### src/hdl/fhb_pkg.sv
// Constants and state encodings for the floppy host bus interface
package fhb_pkg;
   localparam int ADDR_W = 18;
   localparam int DATA_W = 16;
   localparam int JMP_W = 10;
   localparam int VEC_W = 7;
   localparam logic [4:0] ADDR_TOP_ONES = 5'h1f;
   localparam int ADDR_TOP_LSB = 13;
   localparam int ADDR_JMP_LSB = 3;
   localparam int ADDR_REG_BIT = 1;
   localparam int VEC_LSB = 2;
   localparam int CSR_STAT_LSB = 4;
   localparam int CSR_DONE_BIT = 5;
   localparam int CSR_IE_BIT = 6;
   localparam int CSR_XREQ_BIT = 7;
   localparam int CSR_ERR_BIT = 15;
   localparam logic CSR_IE_RST = 1'b0;
   localparam logic RUN_RST = 1'b0;
   localparam int SER_BITS = 8;
   localparam logic [3:0] SER_CNT_RST = 4'h0;
   localparam logic [7:0] SREG_RST = 8'h00;
   // Default jumper address bits 12:3 and interrupt vector (octal 264)
   localparam logic [JMP_W-1:0] ADDR_JMP_DEF = 10'h3cf;
   localparam logic [8:0] VECTOR_DEF = 9'h0b4;
   typedef enum logic [3:0] {
      FHB_ARB_IDLE = 4'b0001,
      FHB_ARB_REQ = 4'b0010,
      FHB_ARB_SACK = 4'b0100,
      FHB_ARB_MASTER = 4'b1000
   } fhb_arb_t;
endpackage

### src/hdl/fhb_bus_iface.sv
// Host bus side of the floppy interface: decode, data path, link sequencing, arbitration
// Summary of operation
// - Access recognised when A17..A13 ones, A12..A3 match jumpers, and master sync.
// - Address bit 1 picks data buffer, else control/status; never both.
// - Bus C1 high means write into device, low means read.
// - Data buffer read drives all eight shift register bits on D7..D0.
// - Control/status read drives D7..D4 of the low byte, plus D15 while controller error is set.
// - Writes disable all drivers and take D7..D0.
// - Status read returns done, interrupt enable, transfer request via mux.
// - Controller error asserts D15 on status reads.
// - Shift register parallel loads bus data when not busy and load asserted.
// - Busy plus shift pulse moves register toward last stage, out to controller.
// - Busy, no load: shift pulses bring controller serial data in.
// - Any data buffer access sets run, unless busy or initialize is asserted in that cycle.
// - Run with done passes a command; run without done moves data.
// - Run clears on interface initialize or link busy.
// - Busy exactly when transfer request and done both negated.
// - Controller-to-host: request means element ready; run fetches next.
// - Host-to-controller: request means controller ready; run says element available.
// - Sent elements carry eight data bits then one parity bit.
// - Done and enable, not yet serviced since either last dropped, raise bus request.
// - Grant sets select-ack; grant, busy, sync idle then take bus mastership.
// - As master, assert interrupt and drive jumper vector on D8..D2.
`timescale 1ns/100ps
module fhb_bus_iface
   import fhb_pkg::*;
#(
   parameter logic [JMP_W-1:0] ADDR_JUMPERS = ADDR_JMP_DEF,
   parameter logic [8:0] VECTOR_JUMPERS = VECTOR_DEF,
   parameter logic ODD_PARITY = 1'b1
) (
   input wire logic sys_clk_in,
   input wire logic reset_in,
   input wire logic [fhb_pkg::ADDR_W-1:0] bus_addr_in,
   input wire logic bus_msyn_in,
   input wire logic bus_c1_in,
   input wire logic bus_init_in,
   input wire logic [fhb_pkg::DATA_W-1:0] bus_data_in,
   output logic [fhb_pkg::DATA_W-1:0] bus_data_out,
   output logic [fhb_pkg::DATA_W-1:0] bus_data_oe_out,
   output logic bus_ssyn_out,
   input wire logic bus_ssyn_in,
   output logic bus_request_out,
   input wire logic grant_input_in,
   input wire logic bus_bbsy_in,
   output logic bus_bbsy_out,
   output logic bus_intr_out,
   input wire logic xfer_request_in,
   input wire logic link_done_in,
   input wire logic link_out_dir_in,
   input wire logic link_error_in,
   input wire logic serial_shift_pulse_in,
   input wire logic serial_in_bit_in,
   output logic serial_out_bit_out,
   output logic link_run_out,
   output logic interface_initialize_out
);
   import fhb_pkg::*;

   localparam int BUS_SW = ADDR_W + DATA_W + 6;

   typedef struct packed {
      logic sel_db_d;
      logic sel_cs_d;
      logic shift_d;
      logic run;
      logic int_enb;
      logic taken;
      logic init_out;
      logic ssyn;
      fhb_arb_t arb;
      logic [DATA_W-1:0] dout;
      logic [DATA_W-1:0] doe;
   } fhb_state_t;

   fhb_state_t st_reg;
   fhb_state_t st_next;

   logic [BUS_SW-1:0] bus_s;
   logic [5:0] link_s;
   logic [ADDR_W-1:0] addr_s;
   logic [DATA_W-1:0] wdata_s;
   logic msyn_s;
   logic c1_s;
   logic init_s;
   logic bg_s;
   logic bbsy_s;
   logic ssyn_s;
   logic xreq_s;
   logic done_s;
   logic dir_s;
   logic err_s;
   logic shift_s;
   logic ser_s;
   logic reg_select;
   logic sel_db;
   logic sel_cs;
   logic busy;
   logic write_dir;
   logic read_dir;
   logic shift_pulse;
   logic parallel_load_ctl;
   logic [7:0] sreg;
   logic [7:0] status_byte;

   fhb_sync #(.WIDTH(BUS_SW)) u_bus_sync (
      .sys_clk_in(sys_clk_in),
      .reset_in(reset_in),
      .async_in({bus_addr_in, bus_data_in, bus_msyn_in, bus_c1_in, bus_init_in,
                 grant_input_in, bus_bbsy_in, bus_ssyn_in}),
      .sync_out(bus_s)
   );

   fhb_sync #(.WIDTH(6)) u_link_sync (
      .sys_clk_in(sys_clk_in),
      .reset_in(reset_in),
      .async_in({xfer_request_in, link_done_in, link_out_dir_in, link_error_in,
                 serial_shift_pulse_in, serial_in_bit_in}),
      .sync_out(link_s)
   );

   assign {addr_s, wdata_s, msyn_s, c1_s, init_s, bg_s, bbsy_s, ssyn_s} = bus_s;
   assign {xreq_s, done_s, dir_s, err_s, shift_s, ser_s} = link_s;

   // Address decode against jumper field
   assign reg_select = msyn_s && (addr_s[ADDR_W-1:ADDR_TOP_LSB] == ADDR_TOP_ONES)
                       && (addr_s[ADDR_TOP_LSB-1:ADDR_JMP_LSB] == ADDR_JUMPERS);
   assign sel_db = reg_select && addr_s[ADDR_REG_BIT];
   assign sel_cs = reg_select && !addr_s[ADDR_REG_BIT];
   assign write_dir = c1_s;
   assign read_dir = !c1_s;

   // Busy also gates serial shifting in the shift register
   assign busy = !xreq_s && !done_s;
   assign shift_pulse = shift_s && !st_reg.shift_d;
   assign parallel_load_ctl = write_dir && (sel_db || sel_cs) && !st_reg.sel_db_d
                              && !st_reg.sel_cs_d;

   // Direction line is the controller's business; shift handles both ways
   fhb_shift #(.ODD_PARITY(ODD_PARITY)) u_shift (
      .sys_clk_in(sys_clk_in),
      .reset_in(reset_in),
      .load_in(parallel_load_ctl),
      .load_data_in(wdata_s[7:0]),
      .shift_in(shift_pulse),
      .serial_in_bit_in(ser_s),
      .busy_in(busy),
      .sreg_out(sreg),
      .serial_out(serial_out_bit_out)
   );

   // Status byte in the low data path, bits below 4 unused
   always_comb begin
      status_byte = 8'h00;
      status_byte[CSR_DONE_BIT] = done_s;
      status_byte[CSR_IE_BIT] = st_reg.int_enb;
      status_byte[CSR_XREQ_BIT] = xreq_s;
   end

   always_comb begin
      st_next = st_reg;
      st_next.sel_db_d = sel_db;
      st_next.sel_cs_d = sel_cs;
      st_next.shift_d = shift_s;
      st_next.ssyn = sel_db || sel_cs;
      st_next.init_out = init_s;
      st_next.dout = '0;
      st_next.doe = '0;

      // Mux between buffer data and status, read direction only
      if (sel_db && read_dir) begin
         st_next.dout[7:0] = sreg;
         st_next.doe[7:0] = 8'hff;
      end else if (sel_cs && read_dir) begin
         st_next.dout[7:CSR_STAT_LSB] = status_byte[7:CSR_STAT_LSB];
         st_next.doe[7:CSR_STAT_LSB] = 4'hf;
         st_next.dout[CSR_ERR_BIT] = err_s;
         st_next.doe[CSR_ERR_BIT] = err_s;
      end

      if (sel_cs && write_dir && !st_reg.sel_cs_d) begin
         st_next.int_enb = wdata_s[CSR_IE_BIT];
      end

      // Run carries a command when done, data otherwise; controller tells which
      if (sel_db && !st_reg.sel_db_d) begin
         st_next.run = 1'b1;
      end
      if (init_s || busy) begin
         st_next.run = 1'b0;
      end

      // Once serviced, wait for done or enable to drop before asking again
      if (!done_s || !st_reg.int_enb) begin
         st_next.taken = 1'b0;
      end

      case (st_reg.arb)
         FHB_ARB_IDLE: begin
            if (done_s && st_reg.int_enb && !st_reg.taken) begin
               st_next.arb = FHB_ARB_REQ;
            end
         end
         FHB_ARB_REQ: begin
            if (!(done_s && st_reg.int_enb)) begin
               st_next.arb = FHB_ARB_IDLE;
            end else if (bg_s) begin
               st_next.arb = FHB_ARB_SACK;
            end
         end
         FHB_ARB_SACK: begin
            if (!bg_s && !bbsy_s && !ssyn_s) begin
               st_next.arb = FHB_ARB_MASTER;
            end
         end
         FHB_ARB_MASTER: begin
            if (ssyn_s) begin
               st_next.arb = FHB_ARB_IDLE;
               st_next.taken = 1'b1;
            end
         end
         default: begin
            st_next.arb = FHB_ARB_IDLE;
         end
      endcase

      if (st_next.arb == FHB_ARB_MASTER) begin
         st_next.dout[8:VEC_LSB] = VECTOR_JUMPERS[8:VEC_LSB];
         st_next.doe[8:VEC_LSB] = {VEC_W{1'b1}};
      end

      if (init_s) begin
         st_next.int_enb = CSR_IE_RST;
         st_next.arb = FHB_ARB_IDLE;
         st_next.taken = 1'b0;
      end
   end

   always_ff @(posedge sys_clk_in) begin
      if (reset_in) begin
         st_reg <= '{sel_db_d: 1'b0, sel_cs_d: 1'b0, shift_d: 1'b0, run: RUN_RST,
                     int_enb: CSR_IE_RST, taken: 1'b0, init_out: 1'b0, ssyn: 1'b0,
                     arb: FHB_ARB_IDLE, dout: '0, doe: '0};
      end else begin
         st_reg <= st_next;
      end
   end

   assign bus_data_out = st_reg.dout;
   assign bus_data_oe_out = st_reg.doe;
   assign bus_ssyn_out = st_reg.ssyn;
   assign bus_request_out = (st_reg.arb == FHB_ARB_REQ);
   assign bus_bbsy_out = (st_reg.arb == FHB_ARB_MASTER);
   assign bus_intr_out = (st_reg.arb == FHB_ARB_MASTER);
   assign link_run_out = st_reg.run;
   assign interface_initialize_out = st_reg.init_out;

   a_sel_exclusive: assert property (@(posedge sys_clk_in) disable iff (reset_in)
      !(sel_db && sel_cs))
      else $error("both registers selected at once");

   a_db_read_drive: assert property (@(posedge sys_clk_in) disable iff (reset_in)
      (sel_db && read_dir) |=> (bus_data_oe_out[7:0] == 8'hff)
         && (bus_data_out[7:0] == $past(sreg)))
      else $error("buffer read did not drive shift register byte");

   a_cs_read_lines: assert property (@(posedge sys_clk_in) disable iff (reset_in)
      (sel_cs && read_dir && !init_s) |=> (bus_data_oe_out[7:4] == 4'hf)
         && (bus_data_oe_out[3:0] == 4'h0))
      else $error("status read drove wrong data lines");

   a_write_no_drive: assert property (@(posedge sys_clk_in) disable iff (reset_in)
      (reg_select && write_dir) |=> (bus_data_oe_out[7:0] == 8'h00))
      else $error("drivers enabled during write");

   a_error_d15: assert property (@(posedge sys_clk_in) disable iff (reset_in)
      (sel_cs && read_dir && err_s) |=> bus_data_oe_out[CSR_ERR_BIT]
         && bus_data_out[CSR_ERR_BIT])
      else $error("error not shown on D15");

   a_run_set_db: assert property (@(posedge sys_clk_in) disable iff (reset_in)
      (sel_db && !st_reg.sel_db_d && !busy && !init_s) |=> link_run_out)
      else $error("buffer access did not set run");

   a_run_clear: assert property (@(posedge sys_clk_in) disable iff (reset_in)
      (busy || init_s) |=> !link_run_out)
      else $error("run not cleared by busy or initialize");

   a_req_gate: assert property (@(posedge sys_clk_in) disable iff (reset_in)
      $rose(bus_request_out) |-> $past(done_s) && $past(st_reg.int_enb) && !bus_bbsy_out)
      else $error("bus request without done and enable");

   a_master_entry: assert property (@(posedge sys_clk_in) disable iff (reset_in)
      $rose(bus_bbsy_out) |-> !$past(bg_s) && !$past(bbsy_s) && !$past(ssyn_s))
      else $error("took mastership with bus lines not idle");

   a_master_vector: assert property (@(posedge sys_clk_in) disable iff (reset_in)
      bus_bbsy_out |-> bus_intr_out && (bus_data_out[8:2] == VECTOR_JUMPERS[8:2])
         && (bus_data_oe_out[8:2] == 7'h7f))
      else $error("vector or interrupt missing while master");
endmodule

### src/hdl/fhb_shift.sv
// Eight-bit interface shift register with bit counter and parity append
`timescale 1ns/100ps
module fhb_shift
   import fhb_pkg::*;
#(
   parameter logic ODD_PARITY = 1'b1
) (
   input wire logic sys_clk_in,
   input wire logic reset_in,
   input wire logic load_in,
   input wire logic [7:0] load_data_in,
   input wire logic shift_in,
   input wire logic serial_in_bit_in,
   input wire logic busy_in,
   output logic [7:0] sreg_out,
   output logic serial_out
);
   typedef struct packed {
      logic [7:0] sreg;
      logic [3:0] count;
      logic parity;
   } fhb_shift_state_t;

   fhb_shift_state_t st_reg;
   fhb_shift_state_t st_next;

   always_comb begin
      st_next = st_reg;
      if (!busy_in) begin
         st_next.count = SER_CNT_RST;
      end
      if (load_in && !busy_in) begin
         st_next.sreg = load_data_in;
         st_next.parity = (^load_data_in) ^ ODD_PARITY;
      end else if (shift_in && busy_in && !load_in) begin
         st_next.sreg = {st_reg.sreg[6:0], serial_in_bit_in};
         if (st_reg.count <= 4'(SER_BITS)) begin
            st_next.count = st_reg.count + 4'h1;
         end
      end
   end

   always_ff @(posedge sys_clk_in) begin
      if (reset_in) begin
         st_reg <= '{sreg: SREG_RST, count: SER_CNT_RST, parity: 1'b0};
      end else begin
         st_reg <= st_next;
      end
   end

   assign sreg_out = st_reg.sreg;
   // Ninth bit on the wire is the parity bit
   assign serial_out = (st_reg.count == 4'(SER_BITS)) ? st_reg.parity : st_reg.sreg[7];

   a_parity_slot: assert property (@(posedge sys_clk_in) disable iff (reset_in)
      (st_reg.count == 4'(SER_BITS)) |-> (serial_out == st_reg.parity))
      else $error("parity bit not presented after eight data bits");
endmodule

### src/hdl/fhb_sync.sv
// Two-flop synchroniser for a group of asynchronous inputs
`timescale 1ns/100ps
module fhb_sync #(
   parameter int WIDTH = 1
) (
   input wire logic sys_clk_in,
   input wire logic reset_in,
   input wire logic [WIDTH-1:0] async_in,
   output logic [WIDTH-1:0] sync_out
);
   typedef struct packed {
      logic [WIDTH-1:0] meta;
      logic [WIDTH-1:0] stable;
   } fhb_sync_state_t;

   fhb_sync_state_t st_reg;
   fhb_sync_state_t st_next;

   always_comb begin
      st_next.meta = async_in;
      st_next.stable = st_reg.meta;
   end

   always_ff @(posedge sys_clk_in) begin
      if (reset_in) begin
         st_reg <= '0;
      end else begin
         st_reg <= st_next;
      end
   end

   assign sync_out = st_reg.stable;
endmodule

### config.mk
export PLATFORM = sky130hd
export DESIGN_NAME = fhb_bus_iface
export DESIGN_NICKNAME = d
export VERILOG_FILES = /design/src/hdl/fhb_pkg.sv /design/src/hdl/fhb_bus_iface.sv /design/src/hdl/fhb_shift.sv /design/src/hdl/fhb_sync.sv
export SDC_FILE = /design/constraint.sdc
export NUM_CORES = 1
export LEC_CHECK = 0
export BUFFER_PORTS_ARGS = -buffer_cell sky130_fd_sc_hd__clkbuf_2
export CAP_MARGIN = 5
export CORE_ASPECT_RATIO = 1.75
export CORE_MARGIN = 1.5
export CORE_UTILIZATION = 35
export DETAILED_ROUTE_END_ITERATION = 10
export HOLD_SLACK_MARGIN = 0.02
export PLACE_DENSITY = 0.65
export SYNTH_ARGS = -nofsm -noshare
export SYNTH_HDL_FRONTEND = slang
export SYNTH_SLANG_ARGS = --single-unit
### constraint.sdc
create_clock -name sys_clk_in -period 2.2 [get_ports sys_clk_in]
set_input_delay 0.22 -clock sys_clk_in [delete_from_list [all_inputs] [get_ports sys_clk_in]]
set_output_delay 0.22 -clock sys_clk_in [all_outputs]
set_load 0.1 [all_outputs]
==> results of run 1 <==
-- final timing paths --
kind	from	end	slack, ps	cells after the start
max reg2reg	u_bus_sync.sync_out[38]	u_shift.sreg_out[2]	150	6
min	bus_addr_in[1]	u_bus_sync.st_next[23]	80	2
max	u_bus_sync.sync_out[38]	u_shift.sreg_out[2]	150	6
min reg2reg	u_bus_sync.st_next[28]	u_bus_sync.sync_out[28]	430	1
-- per-stage QoR --
| stage | total power, mW | area, um2 | util | worst slack [ps] |
|---|---|---|---|---|
| 6_report | 3.90 | 4390 | 0.413 | 146 |
| 3_3_place_gp | 2.34 | 4090 | 0.384 | 221 |
| 2_1_floorplan | 2.30 | 3880 | - | 86.6 |
| 5_1_grt | 4.06 | 4390 | 0.413 | 6.21 |
| 4_1_cts | 3.95 | 4390 | 0.413 | 142 |
| 3_5_place_dp | 2.34 | 4090 | 0.384 | 152 |
-- final cells by class --
type                    instances  area [um2]  area share
flip-flops and latches        108        2160       0.492
clock buffers                   9         225      0.0513
repair buffers                 68         355      0.0809
clock inverters                 7        82.6      0.0188
multi-input cells             205        1390       0.317
well taps                     130         163      0.0370
inverters                       3        11.3     0.00256
-- layer usage --
| metal | up-vias | part of all wire |
|---|---|---|
| met5 | - | 0 |
| met4 | 0 | 0.027 |
| met3 | 17 | 0.048 |
| met2 | 72 | 0.57 |
| met1 | 1094 | 0.36 |
| li1 | 1213 | - |
-- cells by family (layout without fill, tap and decap cells) --
kind of cell | count (synthesis) | after routing | share of synthesized area
AOI/OAI and AO/OA | 33 | 33 | 0.0635
xor gates and xnor gates | 9 | 9 | 0.0206
adders and majority gates | 2 | 2 | 0.00655
buffers and inverters | 49 | 87 | 0.0845
DFF | 108 | 108 | 0.566
muxes | 6 | 6 | 0.0167
other | 1 | 13 | 0.000981
and+or+nand+nor | 142 | 142 | 0.242
-- power groups by stage --
stage	Clock, mW	Sequential, mW	Combinational (mW)
global placement	0	2.09	0.251
global route	1.74	2.05	0.273
finish	1.61	2.04	0.252
CTS	1.66	2.04	0.255
floorplan	0	2.08	0.219
detailed placement	0	2.09	0.254
-- worst register-to-register path, stage by stage, from the launching register on --
cell     delay, ps
dfxtp_1        310
nand4_1        160
nor4_1         540
a21oi_1        250
buf_4          220
and3_2         220
a221o_1        250
-- cells in the final DEF (no fill, tap or decap), types with 2 or more instances in the layout --
cell type  instances
clkbuf_16          9
nor4b_1            2
dfxtp_1          108
or2b_1             3
ha_1               2
nor2b_1           75
inv_8              2
and3_1             3
nor4_1             2
inv_1              3
conb_1            13
nand2b_1           4
xnor2_1            8
nand4_1            2
mux2_2             3
mux2i_1            3
clkbuf_2          61
a21oi_1            9
nor2_1            15
nand2_1            4
buf_4              6
a221o_1            8
nor3_1             7
and3_2             6
and2_1             4
o21ai_0            3
nand3b_1           2
nor3_4             2
a21o_1             2
==> results.cfg, run 1 <==
[logic_synthesis]
synth_commonest_cells = dfxtp_1, nor2b_1, buf_4
synthCells = 350
synth_warnings = 0
synthTopCellsByArea = dfxtp_1, nor2b_1, buf_4
synth-seq-cells = 108
syn_avg_cell_area_um2 = 10.9
synth_edf_count = 0
synth_top_area_share = 0.566
ys.flop_type = dfxtp_1
syn_area_um2 = 3820
post-synth-top-area-cell = dfxtp_1
synth_cell_types = 51
yosysMostFrequentCell = dfxtp_1
ys_async_sr_fraction = 0
yosysSeqAreaShare = 0.566

[floorplan]
start_util = 0.359
dieArea_um2 = 11600
rows = 50
coreArea_um2 = 10600
die-width_um = 82.0
dieHeight_um = 141
ios = 87

[timing]
hold-worst-slack_ps = 82.7
rsz0062_at_grt = false
setup_viol = 0
slew_headroom = 0.599
tns_ps = 0
slew_viol_final = 0
finalCritPeriodShare = 0.934
fmax_mhz = 487
finalHoldViolCount = 0
max_slew.worst_pin.slew_ps = 600
clock-skew-final_ps = 4.77
fin_crit_ps = 2050

[setup_path]
path_max_fanout = 8
cp_top_family = simple AND/OR/NAND/NOR gates
crit_type = reg2reg
end_kind = flop
cp_num_buf_inv = 1
cp.required_ps = 2430
arrival_ps = 2290
crit_slowest_cell = nor4_1
cpPeakStageDelay_ps = 540
path_cells = nand4_1, nor4_1, a21oi_1, buf_4, and3_2, a221o_1
start_kind = flop

[drt]
dr.pass1.iters = 4
drt-wirelength-per-cell_um = 12.2
drtAntennaViolNets = 0
drtIter0Drc = 119
via_count = 2396
vias_per_cell = 4.52
route.detailed.drc = 0
wl_um = 6460

[grt]
grt_pass1_vias = 2315
gr-max-usage-layer = met2
grt_use_met2 = 0.221
antenna_found_initial = 0
grt_usage = 0.121
grt_max_degree = 40
grt_first_pass_wirelength_um = 10600
use_met3 = 0.0330
use_met1 = 0.117
grt_overflow_total = 0

[place]
hpwlAfterDp_um = 4980
placedCellCount = 514
place_congestion = 0.840
portBuffers = 62

[power]
vdd_drop_max_mv = 0.470
leakage_nw = 1.89
p_int_mw = 3.00
pwr-share-comb = 0.065
clkPwrFrac = 0.412
p_sw_frac = 0.232
power.density_nw_per_um2 = 888
p_seq_frac = 0.523
p_switching_mw = 0.904

[clock_network]
clockRootBuffer = clkbuf_16
cts.htree.levels = 3
cts-buffers-inserted = 9
path_clk_slew_ps = 70
cts_tree = yes
cts_max_path_buffers = 2
cts_hold_buf = 0
clkLatencyLatePin_ps = 340
cts_resized = 0
cts_setup_buffers = 0
cts.sinks = 108

[final_layout]
syn_to_final_growth_pct = 14.9
final_nets = 445
antenna_cells = 0
fillers = 1057
layout-drive-gt1-share = 0.258
fin_cells = 530

[status]
outcome = finished clean

[run]
drv_cap = 0

[hold_path]
hold_path_class = in2reg
Note: power is estimated with default switching activity, not from simulation.
==> run 2, diff against run 1 <==
--- a/config.mk
+++ b/config.mk
@@ -5,6 +5,7 @@
 export SDC_FILE = /design/constraint.sdc
 export NUM_CORES = 1
 export LEC_CHECK = 0
+export ABC_AREA = 1
 export BUFFER_PORTS_ARGS = -buffer_cell sky130_fd_sc_hd__clkbuf_2
 export CAP_MARGIN = 5
 export CORE_ASPECT_RATIO = 1.75
@@ -12,7 +13,7 @@
 export CORE_UTILIZATION = 35
 export DETAILED_ROUTE_END_ITERATION = 10
 export HOLD_SLACK_MARGIN = 0.02
-export PLACE_DENSITY = 0.65
+export PLACE_DENSITY = 0.64
 export SYNTH_ARGS = -nofsm -noshare
 export SYNTH_HDL_FRONTEND = slang
 export SYNTH_SLANG_ARGS = --single-unit
==> results.cfg, run 2 <==
[logic_synthesis]
synth_warnings = 0
synth_simple_gate_area_share = 0.223
synth_cell_types = 30
synth_xor_xnor_area_share = 0.0170
synthTopCellsByArea = dfxtp_1, inv_1, nor2_1
synth_edf_count = 0
yosysSeqAreaShare = 0.523
synth_commonest_cells = inv_1, dfxtp_1, nor2_1
post-synth-top-area-cell = dfxtp_1
synth-seq-cells = 108
synth_top_area_share = 0.523
yosysMostFrequentCell = inv_1
syn_avg_cell_area_um2 = 7.85
synth_mux_area_frac = 0
synthAdderAreaFrac = 0.00606
ys.flop_type = dfxtp_1
synthCells = 526
ys_async_sr_fraction = 0
syn_area_um2 = 4130
synth_top_family_by_area = simple AND/OR/NAND/NOR gates
synth_compound_area_frac = 0.0379

[final_layout]
syn_to_final_growth_pct = 12.3
mostFrequentLayoutCells = inv_1, dfxtp_1, nor2_1
fillers = 1190
fin_cells = 707
multi_input_area_um2 = 1230
ff_latch_area_um2 = 2160
layout-drive-gt1-share = 0.154
final_nets = 617
antenna_cells = 0
layout_commonest_cell = inv_1

[timing]
setup_viol = 0
slew_viol_final = 0
clock-skew-final_ps = 5.02
slew_headroom = 0.635
finalHoldViolCount = 0
finalCritPeriodShare = 0.883
hold-worst-slack_ps = 58.7
tns_ps = 0
rsz0062_at_grt = false
fin_crit_ps = 1940
fmax_mhz = 515
max_slew.worst_pin.slew_ps = 549

[grt]
use_met3 = 0.0264
grt_first_pass_wirelength_um = 11900
grt_use_met2 = 0.210
grt_overflow_total = 0
use_met1 = 0.121
grt_pass1_vias = 2813
grt_usage = 0.118
grt_max_degree = 73
gr-max-usage-layer = met2
antenna_found_initial = 0

[run]
drv_cap = 0

[clock_network]
cts.htree.levels = 3
cts_setup_buffers = 0
cts_tree = yes
cts_hold_buf = 0
cts-buffers-inserted = 9
clkLatencyLatePin_ps = 340
cts.sinks = 108
clockRootBuffer = clkbuf_16
cts_max_path_buffers = 2
path_clk_slew_ps = 70
cts_resized = 0

[drt]
via_count = 2973
route.detailed.drc = 5
drtIter0Drc = 101
wl_um = 6760
vias_per_cell = 4.21
dr.pass1.iters = 8
drtAntennaViolNets = 0
drt-wirelength-per-cell_um = 9.57

[setup_path]
cp_top_family = buffers and inverters
path_max_fanout = 4
cp_num_buf_inv = 2
arrival_ps = 1720
start_kind = flop
cp.required_ps = 1980
crit_type = reg2out
end_kind = output pin
path_cells = inv_1, ha_1, nand3_1, nand2_1, o21ai_2, clkbuf_2
cpPeakStageDelay_ps = 460
crit_slowest_cell = clkbuf_2

[floorplan]
dieHeight_um = 147
ios = 87
coreArea_um2 = 11500
die-width_um = 85.1
rows = 52
dieArea_um2 = 12500
start_util = 0.359

[place]
portBuffers = 62
placedCellCount = 691
place_congestion = 0.896
hpwlAfterDp_um = 5130

[status]
violations = design-rule violations
outcome = finished with violations

[power]
vdd_drop_max_mv = 0.426
power.density_nw_per_um2 = 822
leakage_nw = 2.28
power_mw = 3.81

[hold_path]
hold_path_class = in2reg
-- run 2: through the flow --
stage / setup WS, ps / utilization / instance area (um2)
5_1_grt: 161 / 0.403 / 4640
6_report: 258 / 0.403 / 4640
4_1_cts: 227 / 0.403 / 4640
3_5_place_dp: 604 / 0.378 / 4350
2_1_floorplan: 393 / - / 4180
3_3_place_gp: 644 / 0.378 / 4350
-- run 2: routing by layer --
metal	wire length [um]	vias to the layer above
met4	227	0
met1	2710	1293
met2	3520	76
met5	0	-
met3	314	15
li1	-	1589
-- run 2: worst register-to-register path, stage by stage (launching register included) --
cell and delay (ps):
dfxtp_1 360, inv_2 70, or2_4 260, nor2_8 170, nand3_4 160, nand2_4 170, inv_1 110, nand2_1 80
a21oi_1 60
-- run 2: where the power goes --
part / total [mW] / leakage (nW) / switching (mW) / internal, mW
logic: 0.264 / 1.26 / 0.197 / 0.0672
registers: 2.04 / 0.885 / 0.0210 / 2.02
clock network: 1.51 / 0.142 / 0.716 / 0.793
-- run 2: area by class of cell --
class | count | area share
clock inverters | 6 | 0.0127
flip-flops and latches | 108 | 0.466
well taps | 135 | 0.0364
multi-input cells | 263 | 0.264
repair buffers | 64 | 0.0729
clock buffers | 10 | 0.0494
inverters | 121 | 0.0979
-- run 2: final timing paths --
check / start / endpoint / slack (ps) / cells after the start
max: u_shift.st_reg[1] / serial_out_bit_out / 260 / 6
min: bus_addr_in[17] / u_bus_sync.st_next[39] / 60 / 3
max reg2reg: u_bus_sync.sync_out[4] / u_shift.st_reg[2] / 640 / 8
min reg2reg: u_link_sync.st_next[5] / u_link_sync.sync_out[5] / 400 / 2
-- run 2: kinds of logic after synthesis --
kind of cell,count (synthesis)
simple gates,210
buf+inv,167
flops,108
compound gates,30
xor+xnor,8
fa+ha+maj,2
other cells,1
==> run 3, diff against run 2 <==
==> constraint.sdc (replaced) <==
create_clock -name sys_clk_in -period 1.9 [get_ports sys_clk_in]
set_input_delay 0.19 -clock sys_clk_in [delete_from_list [all_inputs] [get_ports sys_clk_in]]
set_output_delay 0.19 -clock sys_clk_in [all_outputs]
set_load 0.01 [all_outputs]
==> results.cfg, run 3 (synthesis results as in run 2) <==
[status]
outcome = finished with violations
violations = design-rule violations

[setup_path]
cp.required_ps = 2170
start_kind = flop
path_cells = nor2_1, inv_1, nand3_2, nand3_1, a21oi_1
arrival_ps = 1930
crit_slowest_cell = nor2_1
cp_num_buf_inv = 1
end_kind = flop
crit_type = reg2reg
cp_top_family = simple AND/OR/NAND/NOR gates
cpPeakStageDelay_ps = 370
path_max_fanout = 12

[floorplan]
rows = 52
start_util = 0.359
dieHeight_um = 147
die-width_um = 85.1
dieArea_um2 = 12500
ios = 87
coreArea_um2 = 11500

[power]
power.density_nw_per_um2 = 944
leakage_nw = 2.33
vdd_drop_max_mv = 0.488

[timing]
tns_ps = 0
fmax_mhz = 603
slew_headroom = 0.571
rsz0062_at_grt = false
finalHoldViolCount = 0
clock-skew-final_ps = 6.23
fin_crit_ps = 1660
slew_viol_final = 0
setup_viol = 0
finalCritPeriodShare = 0.873
max_slew.worst_pin.slew_ps = 643

[clock_network]
clkLatencyLatePin_ps = 340
clockRootBuffer = clkbuf_16
cts.sinks = 108
cts.htree.levels = 3
path_clk_slew_ps = 70
cts-buffers-inserted = 9
cts_max_path_buffers = 2
cts_tree = yes

[grt]
grt_usage = 0.120
use_met3 = 0.0287
grt_pass1_vias = 2891
use_met1 = 0.123
grt_use_met2 = 0.217
grt_first_pass_wirelength_um = 12100
gr-max-usage-layer = met2
grt_overflow_total = 0
antenna_found_initial = 0
grt_max_degree = 70

[final_layout]
fillers = 1165
layout_commonest_cell = inv_1
fin_area_um2 = 4730
antenna_cells = 0
mostFrequentLayoutCells = inv_1, dfxtp_1, nor2_1
layout-drive-gt1-share = 0.152
syn_to_final_growth_pct = 14.5
final_nets = 626

[place]
placed_area_um2 = 4340
hpwlAfterDp_um = 5100
place_congestion = 0.884
portBuffers = 62

[drt]
wl_um = 6920
drt-wirelength-per-cell_um = 9.68
dr.pass1.iters = 7
vias_per_cell = 4.22
drtAntennaViolNets = 0
via_count = 3020
drtIter0Drc = 117
route.detailed.drc = 6

[hold_path]
hold_path_class = in2reg

[run]
drv_cap = 0
[run 3: final cells by class]
type	count	area, um2	share of cell area
well taps	135	169	0.0357
flip-flops and latches	108	2160	0.457
multi-input cells	263	1220	0.258
clock buffers	10	239	0.0505
inverters	121	454	0.0960
clock inverters	5	70.1	0.0148
repair buffers	73	413	0.0873
[run 3: what timing repair did]
action,in CTS,in global routing
hold buffers,8,0
gates resized for setup,0,0
endpoints found under the hold margin,8,0
buffers inserted,0,0
[run 3: metrics by stage]
step                      setup WS [ps]  instances   util  power, mW  hold WS [ps]
final                               241        715  0.411       4.47          31.2
after global placement              363        692  0.377       2.61           384
after global routing               88.3        715  0.411       4.64          24.7
after detailed placement            315        692  0.377       2.62           389
after CTS                           271        715  0.411       4.52          20.5
after floorplan                     527        538      -       2.57           297
[run 3: final timing paths]
path	cells past startpoint	to	from	slack (ps)
setup reg to reg	5	u_shift.sreg_out[4]	u_link_sync.sync_out[4]	240
setup / recovery	5	u_shift.sreg_out[4]	u_link_sync.sync_out[4]	240
hold reg to reg	2	u_bus_sync.sync_out[29]	u_bus_sync.st_next[29]	400
hold / removal	3	u_bus_sync.st_next[29]	bus_addr_in[7]	30
[run 3: worst reg2reg max path, stage by stage, from the launching register on]
cell,delay (ps)
dfxtp_1,330
nor2_1,380
inv_1,310
nand3_2,280
nand3_1,130
a21oi_1,170
[run 3: report_power, final]
part / total (mW) / leakage, nW / switching [mW] / internal, mW
logic: 0.214 / 1.29 / 0.127 / 0.0870
registers: 2.36 / 0.885 / 0.0241 / 2.33
clock network: 1.89 / 0.153 / 0.821 / 1.07
total: 4.47 / 2.33 / 0.972 / 3.49
[run 3: layer usage]
layer  routed length, um  vias up
met4                 220        0
met5                   0        -
met2                3620       85
met3                 335       12
li1                    -     1601
met1                2740     1322
